## src/logic/chgsup_defs.svh

```systemverilog
// constants of the charger safety supervisor: timer lengths, reset values, slowdown counter width
// assumes a 200 MHz system clock; times are in seconds, counts derive from them
`ifndef CHGSUP_DEFS_SVH
`define CHGSUP_DEFS_SVH
// sized at the counter width so the products below cannot overflow 32-bit arithmetic
`define CHGSUP_CLK_HZ 43'h0000BEBC200
`define CHGSUP_PRECHG_TIME_S 43'h00000000708
`define CHGSUP_FASTCHG_TIME_S 43'h00000004650
`define CHGSUP_PRECHG_CYCLES (`CHGSUP_PRECHG_TIME_S * `CHGSUP_CLK_HZ)
`define CHGSUP_FASTCHG_CYCLES (`CHGSUP_FASTCHG_TIME_S * `CHGSUP_CLK_HZ)
`define CHGSUP_CNT_W 43
`define CHGSUP_SLOW_W 2
`define CHGSUP_SENSOR_TYPE_RST 1'b1
`define CHGSUP_TIMER_EN_RST 1'b1
`define CHGSUP_TERM_DIS_RST 1'b0
`endif

```

## src/logic/chgsup_pkg.sv

```systemverilog
// types of the charger safety supervisor
// assumes chgsup_defs.svh is compiled alongside
package chgsup_pkg;
    typedef enum logic [1:0] {
        CHGSUP_PH_IDLE = 2'b00,
        CHGSUP_PH_PRE = 2'b01,
        CHGSUP_PH_FAST = 2'b10,
        CHGSUP_PH_DONE = 2'b11
    } chgsup_phase_t;

    typedef struct packed {
        logic charge_active;
        logic in_precharge;
        logic in_fastcharge;
        logic vbat_above_lowv;
        logic ibat_below_term;
    } chgsup_charger_t;

    typedef struct packed {
        logic pack_too_cold;
        logic pack_too_hot;
        logic ts_above_disable;
    } chgsup_therm_t;

    typedef struct packed {
        logic dppm_active;
        logic vin_low_active;
        logic thermal_reg_active;
    } chgsup_reduce_t;

    typedef struct packed {
        logic precharge_timeout_flag;
        logic fastcharge_timeout_flag;
        logic charge_suspended;
        logic termination_allowed;
    } chgsup_status_t;
endpackage : chgsup_pkg

```

## src/logic/chgsup_top.sv

```systemverilog
// charger safety supervisor: safety timers, pack temperature suspend, timeout flags
// assumes charger phase and comparator levels arrive asynchronously on pins
// Summary of operation
// - a pre-charge timeout flag is raised if battery voltage stays below the low threshold for the pre-charge time.
// - a fast-charge timeout flag is raised if current has not tapered to termination within the maximum time from fast-charge start.
// - each timeout sets its own status flag to 1, one for pre-charge and one for fast-charge.
// - charging is switched off while the pack is outside its safe temperature window and all timers hold their counts.
// - charging resumes when temperature returns to range and timers continue from their frozen counts.
// - temperature sensing is ignored when termination is disabled and the sense pin is above the pack-absent level.
// - a thermistor type bit defaults to the 10k curve 2 type and 0 selects the 100k curve 1 type.
// - timers are disabled when the timer enable bit is cleared or when termination is disabled.
// - fast-charge timing slows with current reduction from load sharing, low input or thermal regulation, and termination is suppressed.
`timescale 1ns/1ps
`include "chgsup_defs.svh"
module chgsup_top #(
    parameter logic [`CHGSUP_CNT_W-1:0] PRECHG_CYCLES = `CHGSUP_CNT_W'(`CHGSUP_PRECHG_CYCLES),
    parameter logic [`CHGSUP_CNT_W-1:0] FASTCHG_CYCLES = `CHGSUP_CNT_W'(`CHGSUP_FASTCHG_CYCLES)
) (
    input wire logic sys_clk,
    input wire logic sys_rst,
    input wire chgsup_pkg::chgsup_charger_t charger_in,
    input wire chgsup_pkg::chgsup_therm_t therm_10k_in,
    input wire chgsup_pkg::chgsup_therm_t therm_100k_in,
    input wire chgsup_pkg::chgsup_reduce_t reduce_in,
    input wire logic timer_enable_wr,
    input wire logic timer_enable_val,
    input wire logic term_disable_wr,
    input wire logic term_disable_val,
    input wire logic sensor_type_wr,
    input wire logic sensor_type_val,
    input wire logic fault_clear,
    output logic charge_enable_out,
    output chgsup_pkg::chgsup_status_t charger_status_register,
    output logic [2:0] charger_config_register
);
    localparam int SYNC_W = 5 + 3 + 3 + 3;

    // ==========================================
    // input synchronisers
    logic [SYNC_W-1:0] sync1_reg;
    logic [SYNC_W-1:0] sync2_reg;
    chgsup_pkg::chgsup_charger_t chg_s;
    chgsup_pkg::chgsup_therm_t t10_s;
    chgsup_pkg::chgsup_therm_t t100_s;
    chgsup_pkg::chgsup_reduce_t red_s;

    always_ff @(posedge sys_clk) begin
        if (sys_rst) begin
            sync1_reg <= '0;
            sync2_reg <= '0;
        end else begin
            sync1_reg <= {charger_in, therm_10k_in, therm_100k_in, reduce_in};
            sync2_reg <= sync1_reg;
        end
    end

    assign {chg_s, t10_s, t100_s, red_s} = sync2_reg;

    // ==========================================
    // configuration bits
    logic timer_en_reg;
    logic timer_en_next;
    logic term_dis_reg;
    logic term_dis_next;
    logic sensor_type_reg;
    logic sensor_type_next;

    always_comb begin
        timer_en_next = timer_enable_wr ? timer_enable_val : timer_en_reg;
        term_dis_next = term_disable_wr ? term_disable_val : term_dis_reg;
        sensor_type_next = sensor_type_wr ? sensor_type_val : sensor_type_reg;
    end

    always_ff @(posedge sys_clk) begin
        if (sys_rst) begin
            timer_en_reg <= `CHGSUP_TIMER_EN_RST;
            term_dis_reg <= `CHGSUP_TERM_DIS_RST;
            sensor_type_reg <= `CHGSUP_SENSOR_TYPE_RST;
        end else begin
            timer_en_reg <= timer_en_next;
            term_dis_reg <= term_dis_next;
            sensor_type_reg <= sensor_type_next;
        end
    end

    // ==========================================
    // pack temperature
    function automatic logic temp_fault(input chgsup_pkg::chgsup_therm_t t);
        temp_fault = t.pack_too_cold | t.pack_too_hot;
    endfunction : temp_fault

    logic sel_fault;
    logic sense_ignored;
    logic suspended;

    // 1 picks the 10k curve 2 comparators, 0 the 100k curve 1 ones
    assign sel_fault = sensor_type_reg ? temp_fault(t10_s) : temp_fault(t100_s);
    // no pack fitted: pin floats high, so sensing would read as permanent cold
    assign sense_ignored = term_dis_reg && (sensor_type_reg ? t10_s.ts_above_disable : t100_s.ts_above_disable);
    assign suspended = chg_s.charge_active && sel_fault && !sense_ignored;

    // ==========================================
    // timer gating and slowdown
    logic timers_on;
    logic [1:0] reduce_cnt;
    logic [`CHGSUP_SLOW_W-1:0] slow_reg;
    logic [`CHGSUP_SLOW_W-1:0] slow_next;
    logic fast_tick;
    chgsup_pkg::chgsup_phase_t phase_reg;
    chgsup_pkg::chgsup_phase_t phase_next;

    assign timers_on = timer_en_reg && !term_dis_reg;
    assign reduce_cnt = 2'(red_s.dppm_active) + 2'(red_s.vin_low_active) + 2'(red_s.thermal_reg_active);

    // approximate proportional slowdown: one tick in 2^n cycles for n active reduction loops, but only one in 4 for n = 3
    always_comb begin
        slow_next = slow_reg + `CHGSUP_SLOW_W'(1);
        case (reduce_cnt)
            2'h0: fast_tick = 1'b1;
            2'h1: fast_tick = slow_reg[0];
            default: fast_tick = &slow_reg;
        endcase
    end

    always_comb begin
        case (phase_reg)
            chgsup_pkg::CHGSUP_PH_IDLE: phase_next = chg_s.in_precharge ? chgsup_pkg::CHGSUP_PH_PRE :
                chg_s.in_fastcharge ? chgsup_pkg::CHGSUP_PH_FAST : chgsup_pkg::CHGSUP_PH_IDLE;
            chgsup_pkg::CHGSUP_PH_PRE: phase_next = chg_s.in_fastcharge ? chgsup_pkg::CHGSUP_PH_FAST :
                chg_s.charge_active ? chgsup_pkg::CHGSUP_PH_PRE : chgsup_pkg::CHGSUP_PH_IDLE;
            chgsup_pkg::CHGSUP_PH_FAST: phase_next = !chg_s.charge_active ? chgsup_pkg::CHGSUP_PH_IDLE :
                (chg_s.ibat_below_term && reduce_cnt == 2'h0) ? chgsup_pkg::CHGSUP_PH_DONE :
                chgsup_pkg::CHGSUP_PH_FAST;
            chgsup_pkg::CHGSUP_PH_DONE: phase_next = chg_s.charge_active ? chgsup_pkg::CHGSUP_PH_DONE :
                chgsup_pkg::CHGSUP_PH_IDLE;
            default: phase_next = chgsup_pkg::CHGSUP_PH_IDLE;
        endcase
    end

    always_ff @(posedge sys_clk) begin
        if (sys_rst) begin
            slow_reg <= '0;
            phase_reg <= chgsup_pkg::CHGSUP_PH_IDLE;
        end else begin
            slow_reg <= slow_next;
            phase_reg <= phase_next;
        end
    end

    // ==========================================
    // safety timers
    logic pre_run;
    logic fast_run;
    logic pre_expired;
    logic fast_expired;

    // suspension only withholds run, so the counts freeze and later continue
    assign pre_run = timers_on && !suspended && phase_reg == chgsup_pkg::CHGSUP_PH_PRE
        && !chg_s.vbat_above_lowv;
    assign fast_run = timers_on && !suspended && fast_tick
        && phase_reg == chgsup_pkg::CHGSUP_PH_FAST;

    chgsup_timer #(
        .CNT_W(`CHGSUP_CNT_W),
        .LIMIT(PRECHG_CYCLES)
    ) u_pre_timer (
        .sys_clk(sys_clk),
        .sys_rst(sys_rst),
        .clear(phase_reg == chgsup_pkg::CHGSUP_PH_IDLE || !timers_on),
        .run(pre_run),
        .expired(pre_expired)
    );

    // timer starts at the first fast-charge cycle since it is cleared outside that phase
    chgsup_timer #(
        .CNT_W(`CHGSUP_CNT_W),
        .LIMIT(FASTCHG_CYCLES)
    ) u_fast_timer (
        .sys_clk(sys_clk),
        .sys_rst(sys_rst),
        .clear(phase_reg != chgsup_pkg::CHGSUP_PH_FAST || !timers_on),
        .run(fast_run),
        .expired(fast_expired)
    );

    // ==========================================
    // status and outputs
    logic pre_flag_reg;
    logic pre_flag_next;
    logic fast_flag_reg;
    logic fast_flag_next;
    logic chg_en_reg;
    logic chg_en_next;

    always_comb begin
        // expiry beats a simultaneous clear so no fault is lost
        pre_flag_next = pre_expired | (pre_flag_reg & ~fault_clear);
        fast_flag_next = fast_expired | (fast_flag_reg & ~fault_clear);
        chg_en_next = chg_s.charge_active && !suspended && !pre_flag_next && !fast_flag_next;
    end

    always_ff @(posedge sys_clk) begin
        if (sys_rst) begin
            pre_flag_reg <= 1'b0;
            fast_flag_reg <= 1'b0;
            chg_en_reg <= 1'b0;
        end else begin
            pre_flag_reg <= pre_flag_next;
            fast_flag_reg <= fast_flag_next;
            chg_en_reg <= chg_en_next;
        end
    end

    assign charge_enable_out = chg_en_reg;
    // one driver for the whole status word
    assign charger_status_register = {
        pre_flag_reg, fast_flag_reg, !chg_en_reg,
        (reduce_cnt == 2'h0) && !term_dis_reg
    };
    assign charger_config_register = {sensor_type_reg, term_dis_reg, timer_en_reg};
endmodule : chgsup_top

```

## src/logic/chgsup_timer.sv

```systemverilog
// one safety timer: counts enabled ticks up to a limit and flags expiry
// assumes the caller freezes it with run low and clears it with clear high
`timescale 1ns/1ps
module chgsup_timer #(
    parameter int CNT_W = 43,
    parameter logic [CNT_W-1:0] LIMIT = '1
) (
    input wire logic sys_clk,
    input wire logic sys_rst,
    input wire logic clear,
    input wire logic run,
    output logic expired
);
    logic [CNT_W-1:0] count_reg;
    logic [CNT_W-1:0] count_next;
    logic expired_reg;
    logic expired_next;

    // ==========================================
    // count
    always_comb begin
        count_next = count_reg;
        expired_next = expired_reg;
        if (clear) begin
            count_next = '0;
            expired_next = 1'b0;
        end else if (run && !expired_reg) begin
            count_next = count_reg + {{(CNT_W-1){1'b0}}, 1'b1};
            expired_next = (count_next >= LIMIT);
        end
    end

    always_ff @(posedge sys_clk) begin
        if (sys_rst) begin
            count_reg <= '0;
            expired_reg <= 1'b0;
        end else begin
            count_reg <= count_next;
            expired_reg <= expired_next;
        end
    end

    assign expired = expired_reg;
endmodule : chgsup_timer

```

## config.mk

```make
export PLATFORM = sky130hd
export DESIGN_NAME = chgsup_top
export DESIGN_NICKNAME = d
export VERILOG_FILES = /design/src/logic/chgsup_pkg.sv /design/src/logic/chgsup_top.sv /design/src/logic/chgsup_timer.sv
export VERILOG_INCLUDE_DIRS = /design/src /design/src/logic
export SDC_FILE = /design/constraint.sdc
export NUM_CORES = 1
export LEC_CHECK = 0
export ABC_AREA = 1
export BUFFER_PORTS_ARGS = -buffer_cell sky130_fd_sc_hd__buf_2
export CAP_MARGIN = 15
export CORE_UTILIZATION = 30
export CTS_CLUSTER_DIAMETER = 30
export DETAILED_ROUTE_END_ITERATION = 12
export GPL_TIMING_DRIVEN = 0
export SYNTH_ARGS = -nofsm -noshare
export SYNTH_HDL_FRONTEND = slang
export SYNTH_SLANG_ARGS = --single-unit
```

## constraint.sdc

```tcl
create_clock -name sys_clk -period 1.8 [get_ports sys_clk]
set_input_delay 0.36 -clock sys_clk [delete_from_list [all_inputs] [get_ports sys_clk]]
set_output_delay 0.36 -clock sys_clk [all_outputs]
set_load 0.03 [all_outputs]
```

==> out/qor.yml, run 1 <==
status: "finished, violations left"
violations: "setup timing"
ys_seq_area_frac: 0.339
finalClockSkew_ns: 0.0150
dr.pass1.iters: 8
ys_seq_elements: 126
drive_gt1_frac: 0.320
rsz0062_at_grt: "true"
cts_sinks: 126
hpwlAfterDp_microns: 16200
die_w_microns: 159
end_kind: "flop"
ys_warn_count: 0
track_usage: 0.187
clockBufferDepth: 2
fin_ws_ns: -0.352
synth_ff_type: "dfxtp_1"
cts_tree: "built"
grt_max_degree: 17
critPathMaxStageDelay_ns: 0.40
worstPathCellList: "nand2_2 > nor2_4 > nand3_4 > nor2_4 > buf_4 > nand3b_1 > nand2_2 > nor2_2 > nand3_1 > nand2_1 > inv_1 > nand2_1 > nand2_1 > nand2_1 > nand2_1 > a21oi_2"
synth_top_area_share: 0.339
clock_latency_ns: 0.45
cp-startpoint: "u_fast_timer.count_reg[6]"
ys_types: 41
max-cap-violations: 0
crit_family: "simple AND/OR/NAND/NOR gates"
viasPerCell: 4.88
gp_congestion: 0.937
h-tree-depth: 4
regToRegStartpoint: "u_fast_timer.count_reg[6]"
finalHoldViolations: 0
comb_power_share: 0.050
leakage_nw: 3.96
vias: 7951
p_int_mw: 4.98
start_util: 0.306
num_io_pins: 31
p_switching_mw: 1.83
swShare: 0.269
area_growth_pct: 41.1
antenna_found_initial: 0
required_ns: 2.12
dieArea_sq_mm: 0.0254
slew_viol_final: 0
syn_area_sq_mm: 0.00744
drt_first_iter_violations: 551
cts_made_buffers: 17
route.detailed.drc: 0
hp-class: "input port to flop"
rows: 57
critPathLaunchType: "flop"
die_h_microns: 159
antenna_left: 0
clock-root-buffer: "clkbuf_16"
syn_inst: 1190
crit_top_cell: "nand2_1"
synth_largest_area_cell: "dfxtp_1"
synthesis.nets: 1217
cts.clk_slew.worst_paths_ns: 0.07
port_buffers: 29
core_region_area_sq_mm: 0.0243
clkPwrFrac: 0.532
critPathArrivalTime_ns: 2.47
grt_overflow: 0
path_max_fanout: 6
maxSlewHeadroom: 0.693
clock.fmax_mhz: 465
syn_avg_cell_area_sq_um: 6.25
layout.nets: 1320
fin_crit_sh: 1.20
wirelength_microns: 24100
hold_start: "term_disable_wr"
cp_slowest_cell: "dfxtp_2"
synth-edff-count: 0
critical_path_class: "flop to flop"
cp_num_buf_inv: 2
power_density_mw_per_mm2: 649
synthTopCellsByArea: "dfxtp_1, nand2_1, nor2_1"
worst_pin_slew_ns: 0.458
cts_hold_buf: 0
setup_viol: 50
grt_pass1_wl_microns: 37700
ir_drop_mv: 0.519
wl_per_cell_microns: 14.8
final_util: 0.431
seq_power_share: 0.418
grt_pass1_vias: 7443
synthArstFlopShare: 0
hold_slack_ns: 0.101
layout_min_cycle_time_ns: 2.15
diodes: 0
[final cells by class]
cell class / count / area [sq um]
plain buffers: 33 / 387
clock buffers: 17 / 425
clock inverters: 15 / 188
flip-flops and latches: 126 / 2580
well taps: 324 / 405
fillers: 2455 / 13800
inverters: 146 / 559
multi-input cells: 884 / 5090
repair buffers: 85 / 860
[power by group through the flow]
stage | clock [mW] | combinational (mW) | sequential (mW)
6_report | 3.62 | 0.340 | 2.85
5_1_grt | 3.80 | 0.369 | 2.85
4_1_cts | 3.66 | 0.304 | 2.85
3_5_place_dp | 0 | 0.212 | 2.91
3_3_place_gp | 0 | 0.211 | 2.91
2_1_floorplan | 0 | 0.138 | 2.91
[metal layers]
layer	part of all wire	global-route usage
met1	0.44	0.237
met2	0.48	0.315
met3	0.055	0.0333
met4	0.025	0.0726
met5	0	0
[Yosys cell counts (2+ instances only)]
library cell    n
o211ai_1        6
dfxtp_1       126
a31oi_1        10
nand4_1        21
buf_4           6
a211oi_1       12
nand3_1        50
nand3b_1       13
nor2_4          8
nor2_1        224
o21ai_0        78
nand2_2         9
inv_2           3
nor3_2          2
a21oi_1        58
nand2_1       317
xor2_1         24
clkbuf_1       21
buf_1           3
nor3_1          4
nor2_2         12
nand3_2         4
buf_2           4
nor4_1          2
clkinv_1        3
xnor2_1        12
o21bai_1        2
a21oi_2         2
ha_1            3
inv_1         140
[cell families after synthesis]
group	synth area share
AND/OR/NAND/NOR	0.391
adder cells (fa/ha/maj)	0.00774
AO/OA/AOI/OAI	0.125
flip-flops	0.339
XOR/XNOR	0.0424
buffers and inverters	0.0945
[final timing paths]
| path | end | slack (ns) | cells after the start |
|---|---|---|---|
| setup / recovery | u_fast_timer.expired | -0.35 | 16 |
| hold / removal | term_dis_reg | 0.10 | 2 |
| setup reg to reg | u_fast_timer.expired | -0.35 | 16 |
| hold reg to reg | sync2_reg[2] | 0.39 | 2 |
[cells in the final DEF, fill, tap and decap left out, types with 29 or more instances in the layout]
master / netlist / final
buf_4: 6 / 30
dfxtp_2: 0 / 31
nor2_1: 224 / 157
dfxtp_1: 126 / 90
nor2_4: 8 / 41
inv_1: 140 / 133
nand2_1: 317 / 286
o21ai_2: 0 / 42
nand3_1: 50 / 46
a21oi_1: 58 / 37
buf_2: 4 / 29
nand2_2: 9 / 35
nor2_2: 12 / 46
[stage by stage]
stage	power, mW	cell area [sq um]	TNS [ns]	setup slack (ns)	instances
global route	7.01	10500	-10.51	-0.488	1630
CTS	6.81	9830	-9.51	-0.281	1616
floorplan	3.05	7530	-1.50	-0.0676	1190
detailed placement	3.13	8080	-39.34	-0.637	1543
global placement	3.12	8080	-39.01	-0.674	1543
finish	6.81	10500	-5.15	-0.352	1630
[timing repair]
action | 4_1_cts | 5_1_grt
setup buffers | 29 | 16
endpoints found under the hold margin | 0 | 0
gates cloned | 12 | 4
gates resized for setup | 213 | 191
pin swaps | 41 | 51
endpoints found under the setup margin | 89 | 89
No activity file was read; power rests on OpenSTA's default activity.
==> inputs of run 2 (changes only) <==
--- a/config.mk
+++ b/config.mk
@@ -9,10 +9,11 @@
 export ABC_AREA = 1
 export BUFFER_PORTS_ARGS = -buffer_cell sky130_fd_sc_hd__buf_2
 export CAP_MARGIN = 15
-export CORE_UTILIZATION = 30
+export CORE_UTILIZATION = 50
 export CTS_CLUSTER_DIAMETER = 30
 export DETAILED_ROUTE_END_ITERATION = 12
 export GPL_TIMING_DRIVEN = 0
+export PLACE_DENSITY = 0.67
 export SYNTH_ARGS = -nofsm -noshare
 export SYNTH_HDL_FRONTEND = slang
 export SYNTH_SLANG_ARGS = --single-unit
==> constraint.sdc (replaced) <==
create_clock -name sys_clk -period 2 [get_ports sys_clk]
set_input_delay 0.4 -clock sys_clk [delete_from_list [all_inputs] [get_ports sys_clk]]
set_output_delay 0.4 -clock sys_clk [all_outputs]
set_load 0.03 [all_outputs]
==> run 2 against run 1 <==
Net effect: the flow still finishes with violations (setup timing); combinational power down 30%; non-clock buffer count is 10 lower; clock skew is 0.0068 ns lower; global-route usage is 10 points higher; hold slack better by 0.047 ns; flip-flop and latch count did not move; via count down 1.2%; setup slack improved by 0.18 ns; first-iteration DRC count up 3.6%; highest routed layer unchanged; register-to-register slack better by 0.18 ns; sequential share of layout area grew 1.9 points.
==> out/qor.yml, run 2 (same netlist as run 1, synthesis figures left out) <==
grt_pass1_wl_microns: 33600  # was 37700 microns
worstPathCellList: "nand2_1 > nor2_4 > nand2_4 > nor2_8 > nand4_1 > nand2_1 > nand2_1 > nor2_2 > nand2_1 > nand2_1 > nor2_1 > nor2_1 > nand2_1 > nand2_1 > a21oi_2"  # was nand2_2 > nor2_4 > nand3_4 > nor2_4 > buf_4 > nand3b_1 > nand2_2 > nor2_2 > nand3_1 > nand2_1 > inv_1 > nand2_1 > nand2_1 > nand2_1 > nand2_1 > a21oi_2
crit_top_cell: "nand2_1"  # unchanged
final_cell_mix: "nand2_1, nor2_1, inv_1"  # unchanged
tns_ns: -0.485  # was -5.15 ns
seqCellArea_sq_mm: 0.00257  # was 0.00258 sq mm
vias: 7853  # was 7951
track_usage: 0.289  # was 0.187
start_util: 0.512  # was 0.306
worst_pin_slew_ns: 0.889  # was 0.458 ns
clockBufferDepth: 2  # unchanged
clkPwrFrac: 0.533  # was 0.532
comb_power_share: 0.040  # was 0.050
wirelength_microns: 22400  # was 24100 microns
p_int_mw: 4.45  # was 4.98 mW
swShare: 0.259  # was 0.269
fin_ws_ns: -0.171  # was -0.352 ns
area_growth_pct: 30.7  # was 41.1%
nFillCells: 1305  # was 2455
seq_power_share: 0.428  # was 0.418
viasPerCell: 5.31  # was 4.88
end_kind: "flop"  # unchanged
fin_crit_sh: 1.09  # was 1.20
critical_path_class: "flop to flop"  # unchanged
grt_overflow: 0  # unchanged
rows: 44  # was 57
hpwlAfterDp_microns: 15400  # was 16200 microns
p_switching_mw: 1.55  # was 1.83 mW
final_util: 0.669  # was 0.431
layout_commonest_cell: "nand2_1"  # unchanged
dieArea_sq_mm: 0.0154  # was 0.0254 sq mm
p_total_mw: 5.99  # was 6.81 mW
multi_input_area_sq_mm: 0.00486  # was 0.00509 sq mm
layout_min_cycle_time_ns: 2.17  # was 2.15 ns
critPathArrivalTime_ns: 2.45  # was 2.47 ns
setup_viol: 7  # was 50
num_io_pins: 31  # unchanged
cts_tree: "built"  # unchanged
gp_congestion: 0.982  # was 0.937
clock_latency_ns: 0.43  # was 0.45 ns
placed_area_sq_mm: 0.00781  # was 0.00808 sq mm
critPathMaxStageDelay_ns: 0.39  # was 0.40 ns
drt_first_iter_violations: 571  # was 551
cts_hold_buf: 0  # unchanged
cp_slowest_cell: "dfxtp_2"  # unchanged
cts_sinks: 126  # unchanged
leakage_nw: 3.76  # was 3.96 nW
path_max_fanout: 7  # was 6
layout.nets: 1310  # was 1320
power_density_mw_per_mm2: 617  # was 649 mW/mm^2
antenna_found_initial: 0  # unchanged
clock-root-buffer: "clkbuf_16"  # unchanged
crit_family: "simple AND/OR/NAND/NOR gates"  # unchanged
die_h_microns: 124  # was 159 microns
cts.clk_slew.worst_paths_ns: 0.07  # about the same
hp-class: "input port to flop"  # unchanged
port_buffers: 29  # unchanged
drive_gt1_frac: 0.271  # was 0.320
maxSlewHeadroom: 0.407  # was 0.693
slew_viol_final: 0  # unchanged
grt_max_degree: 17  # unchanged
rsz0062_at_grt: "true"  # unchanged
cp_num_buf_inv: 0  # was 2
max-cap-violations: 0  # unchanged
core_region_area_sq_mm: 0.0145  # was 0.0243 sq mm
die_w_microns: 124  # was 159 microns
wl_per_cell_microns: 15.1  # was 14.8 microns
finalClockSkew_ns: 0.00826  # was 0.0150 ns
route.detailed.drc: 0  # unchanged
antenna_left: 0  # unchanged
cts_made_buffers: 17  # unchanged
ir_drop_mv: 0.597  # was 0.519 mV
dr.pass1.iters: 5  # was 8
finalHoldViolations: 0  # unchanged
critPathLaunchType: "flop"  # unchanged
diodes: 0  # unchanged
h-tree-depth: 4  # unchanged
clock.fmax_mhz: 461  # was 465 MHz
final_area_sq_mm: 0.00972  # was 0.0105 sq mm
required_ns: 2.28  # was 2.12 ns
violations: "setup timing"  # unchanged
status: "finished, violations left"  # unchanged
grt_pass1_vias: 6975  # was 7443
==> run 2: changes by cell type in the layout (fill, tap and decap cells not counted), sizes merged <==
| cell | change |
|---|---|
| clkbuf | +1 |
| clkinv | +1 |
| clkinvlp | -1 |
| buf | -11 |
==> run 2: power by group through the flow <==
stage / clock (mW) / sequential (mW) / combinational (mW)
after global routing: 3.34 / 2.57 / 0.265
after detailed placement: 0 / 2.62 / 0.181
after global placement: 0 / 2.62 / 0.179
after CTS: 3.22 / 2.56 / 0.199
after floorplan: 0 / 2.62 / 0.118
final: 3.19 / 2.56 / 0.239
==> run 2: final timing paths <==
path | start | to | slack (ns) | cells past startpoint
max | u_fast_timer.count_reg[6] | u_fast_timer.expired | -0.17 | 15
max reg2reg | u_fast_timer.count_reg[6] | u_fast_timer.expired | -0.17 | 15
min | term_disable_wr | term_dis_reg | 0.15 | 2
min reg2reg | sync1_reg[1] | sync2_reg[1] | 0.40 | 2
==> run 2: worst reg2reg max path, delay by kind of cell (launching register included) <==
family | cells | cell delay [ns]
AOI/OAI and AO/OA | 1 | 0.05
DFF | 1 | 0.39
and+or+nand+nor | 14 | 1.59
==> run 2: what timing repair did <==
item / CTS / global route
cloned: 1 / 6
endpoints found under the setup margin: 88 / 87
setup buffers: 28 / 11
pin swaps: 38 / 48
gates resized for setup: 138 / 172
==> run 2: metrics by stage <==
step	hold WS [ns]	setup slack (ns)	std cells
6_report	0.147	-0.171	1480
5_1_grt	0.154	-0.350	1480
4_1_cts	0.145	-0.101	1464
3_5_place_dp	0.393	-0.500	1403
3_3_place_gp	0.391	-0.464	1403
2_1_floorplan	0.388	0.0580	1190
==> run 2: routing by layer <==
layer | up-vias | GRT usage | wire [microns]
li1 | 3964 | - | -
met1 | 3591 | 0.346 | 9540
met5 | - | 0 | 0
met4 | 0 | 0.121 | 874
met3 | 66 | 0.0604 | 1130
met2 | 232 | 0.498 | 10900
==> run 2: cell type report <==
class / count / area share
Clock inverter: 15 / 0.0193
Multi-Input combinational cell: 884 / 0.500
Clock buffer: 17 / 0.0438
Tap cell: 184 / 0.0237
Timing Repair Buffer: 74 / 0.0638
Buffer: 34 / 0.0279
Sequential cell: 126 / 0.265
Inverter: 146 / 0.0571
==> inputs of run 3 (changes only) <==
--- a/config.mk
+++ b/config.mk
@@ -13,7 +13,7 @@
 export CTS_CLUSTER_DIAMETER = 30
 export DETAILED_ROUTE_END_ITERATION = 12
 export GPL_TIMING_DRIVEN = 0
-export PLACE_DENSITY = 0.67
+export PLACE_DENSITY = 0.66
 export SYNTH_ARGS = -nofsm -noshare
 export SYNTH_HDL_FRONTEND = slang
 export SYNTH_SLANG_ARGS = --single-unit
==> constraint.sdc (replaced) <==
create_clock -name sys_clk -period 2.3 [get_ports sys_clk]
set_input_delay 0.46 -clock sys_clk [delete_from_list [all_inputs] [get_ports sys_clk]]
set_output_delay 0.46 -clock sys_clk [all_outputs]
set_load 0.03 [all_outputs]
==> run 3 against run 2 <==
Net effect: the run now ends clean; via count fell by 4.5%; critical path depth fell by 1; total power fell by 16%; first-iteration DRC count fell by 10%; maximum frequency fell by 3.3%; combinational power fell by 33%; non-clock buffer count fell by 22; setup slack improved by 0.23 ns; clock power fell by 17%; flip-flop and latch count did not move; clock skew rose by 0.0054 ns; largest power group unchanged.
==> out/qor.yml, run 3 (same netlist as run 1, synthesis figures left out) <==
gp_congestion: 0.956  # was 0.982
area_growth_pct: 19.1  # was 30.7%
final_area_sq_mm: 0.00886  # was 0.00972 sq mm
r2r-end: "u_pre_timer.expired"  # was u_fast_timer.expired
wirelength_microns: 20800  # was 22400 microns
critPathMaxStageDelay_ns: 0.41  # was 0.39 ns
finalHoldViolations: 0  # unchanged
ff2ff_setup_slack_ns: 0.06  # was -0.17 ns
dieArea_sq_mm: 0.0154  # unchanged
diodes: 0  # unchanged
port_buffers: 29  # unchanged
critPathArrivalTime_ns: 2.60  # was 2.45 ns
critPathLaunchType: "flop"  # unchanged
hold_end: "term_dis_reg"  # unchanged
cts.clk_slew.worst_paths_ns: 0.06  # was 0.07 ns
cts_sinks: 126  # unchanged
wl_per_cell_microns: 14.3  # was 15.1 microns
cts_made_buffers: 17  # unchanged
required_ns: 2.65  # was 2.28 ns
antenna_left: 0  # unchanged
status: "finished, final reports clean"  # was finished, violations left
clock.fmax_mhz: 446  # was 461 MHz
ff2ff_path_depth: 14  # was 15
power_density_mw_per_mm2: 569  # was 617 mW/mm^2
drive_gt1_frac: 0.166  # was 0.271
max-cap-violations: 0  # unchanged
worstPathCellList: "nand2_1 > nor2_4 > nand2_4 > nor2_4 > buf_4 > xor2_2 > nor2_1 > nand3_1 > nand2_1 > nand2_1 > nand3_1 > nand3_2 > nand2_2 > a21oi_2"  # was nand2_1 > nor2_4 > nand2_4 > nor2_8 > nand4_1 > nand2_1 > nand2_1 > nor2_2 > nand2_1 > nand2_1 > nor2_1 > nor2_1 > nand2_1 > nand2_1 > a21oi_2
die_h_microns: 124  # unchanged
finalClockSkew_ns: 0.0137  # was 0.00826 ns
worst_pin_slew_ns: 0.668  # was 0.889 ns
track_usage: 0.282  # was 0.289
layout_commonest_cell: "nand2_1"  # unchanged
grt_pass1_vias: 6849  # was 6975
maxSlewHeadroom: 0.555  # was 0.407
crit_top_cell: "nand2_1"  # unchanged
grt_overflow: 0  # unchanged
dr.pass1.iters: 5  # unchanged
path_max_fanout: 6  # was 7
start_util: 0.512  # unchanged
end_kind: "flop"  # unchanged
clockBufferDepth: 2  # unchanged
layout_min_cycle_time_ns: 2.24  # was 2.17 ns
placed_area_sq_mm: 0.00781  # unchanged
antenna_found_initial: 0  # unchanged
p_total_mw: 5.04  # was 5.99 mW
h-tree-depth: 4  # unchanged
ir_drop_mv: 0.510  # was 0.597 mV
seqCellArea_sq_mm: 0.00254  # was 0.00257 sq mm
nFillCells: 1447  # was 1305
cts_hold_buf: 0  # unchanged
hold_start: "term_disable_wr"  # unchanged
rows: 44  # unchanged
layout.nets: 1288  # was 1310
clock-root-buffer: "clkbuf_16"  # unchanged
drt_first_iter_violations: 513  # was 571
grt_max_degree: 17  # unchanged
die_w_microns: 124  # unchanged
num_io_pins: 31  # unchanged
grt_pass1_wl_microns: 32800  # was 33600 microns
hold_path_depth: 2  # unchanged
hp-class: "input port to flop"  # unchanged
vias: 7503  # was 7853
setup_viol: 0  # was 7
leakage_nw: 3.51  # was 3.76 nW
clock_latency_ns: 0.43  # about the same
rsz0062_at_grt: "true"  # unchanged
critical_path_class: "flop to flop"  # unchanged
hpwlAfterDp_microns: 15600  # was 15400 microns
final_cell_mix: "nand2_1, nor2_1, inv_1"  # unchanged
cp_slowest_cell: "dfxtp_1"  # was dfxtp_2
tns_ns: 0  # was -0.485 ns
route.detailed.drc: 0  # unchanged
cts_tree: "built"  # unchanged
multi_input_area_sq_mm: 0.00447  # was 0.00486 sq mm
regToRegStartpoint: "u_pre_timer.count_reg[2]"  # was u_fast_timer.count_reg[6]
viasPerCell: 5.15  # was 5.31
fin_crit_sh: 0.976  # was 1.09
core_region_area_sq_mm: 0.0145  # unchanged
slew_viol_final: 0  # unchanged
-- run 3: cell count changes in the layout (fill, tap and decap cells not counted), sizes merged --
| cell | previous run | this run |
|---|---|---|
| buf | 86 | 65 |
| bufinv | 1 | 0 |
| clkbuf | 39 | 38 |
| clkinv | 8 | 7 |
| clkinvlp | 0 | 1 |
| inv | 152 | 153 |
-- run 3: worst max path at each step --
stage / from / to / slack [ns] / depth (start not counted)
4_1_cts: sync2_reg[0] / u_fast_timer.count_reg[41] / 0.0005 / 9
5_1_grt: u_fast_timer.count_reg[4] / u_fast_timer.expired / -0.07 / 16
2_1_floorplan: sync2_reg[0] / u_fast_timer.count_reg[13] / 0.36 / 7
6_report: u_pre_timer.count_reg[2] / u_pre_timer.expired / 0.06 / 14
3_3_place_gp: sync2_reg[0] / u_fast_timer.count_reg[13] / -0.16 / 7
3_5_place_dp: sync2_reg[0] / u_fast_timer.count_reg[24] / -0.23 / 7
-- run 3: metrics by stage --
step | util | std cells | setup slack (ns) | hold WS (ns)
4_1_cts | 0.582 | 1440 | 0.000481 | 0.204
5_1_grt | 0.610 | 1458 | -0.0666 | 0.212
3_5_place_dp | 0.538 | 1403 | -0.230 | 0.392
3_3_place_gp | 0.538 | 1403 | -0.164 | 0.390
2_1_floorplan | - | 1190 | 0.358 | 0.388
6_report | 0.610 | 1458 | 0.0557 | 0.212
-- run 3: timing repair --
item / in CTS / in global routing
setup buffers: 5 / 19
pin swaps: 2 / 20
endpoints found under the setup margin: 48 / 45
gates resized for setup: 5 / 96
-- run 3: routing by layer --
| layer | wire, microns | up-vias | GRT usage |
|---|---|---|---|
| li1 | - | 3905 | - |
| met1 | 9220 | 3367 | 0.332 |
| met2 | 10100 | 183 | 0.492 |
| met3 | 781 | 48 | 0.0495 |
| met4 | 708 | 0 | 0.138 |
| met5 | 0 | - | 0 |
-- run 3: critical path, delay by kind of cell (launching register included) --
family,cells,cell delay (ns)
AOI/OAI and AO/OA,1,0.12
xor gates and xnor gates,1,0.15
DFF,1,0.41
and+or+nand+nor,11,1.30
buffers and inverters,1,0.17
-- run 3: where the power goes --
group          switching, mW  total, mW  leakage (nW)  internal, mW
combinational          0.104      0.161          2.20        0.0567
clock                   1.20       2.65         0.286          1.45
sequential            0.0160       2.23          1.03          2.21
-- run 3: area by class of cell --
cell class	instances	share of cell area
tap	184	0.0260
inverter	146	0.0621
clock inverter	15	0.0181
sequential	126	0.286
buffer	33	0.0185
multi-input combinational	884	0.504
clock buffer	17	0.0480
timing repair buffer	53	0.0367
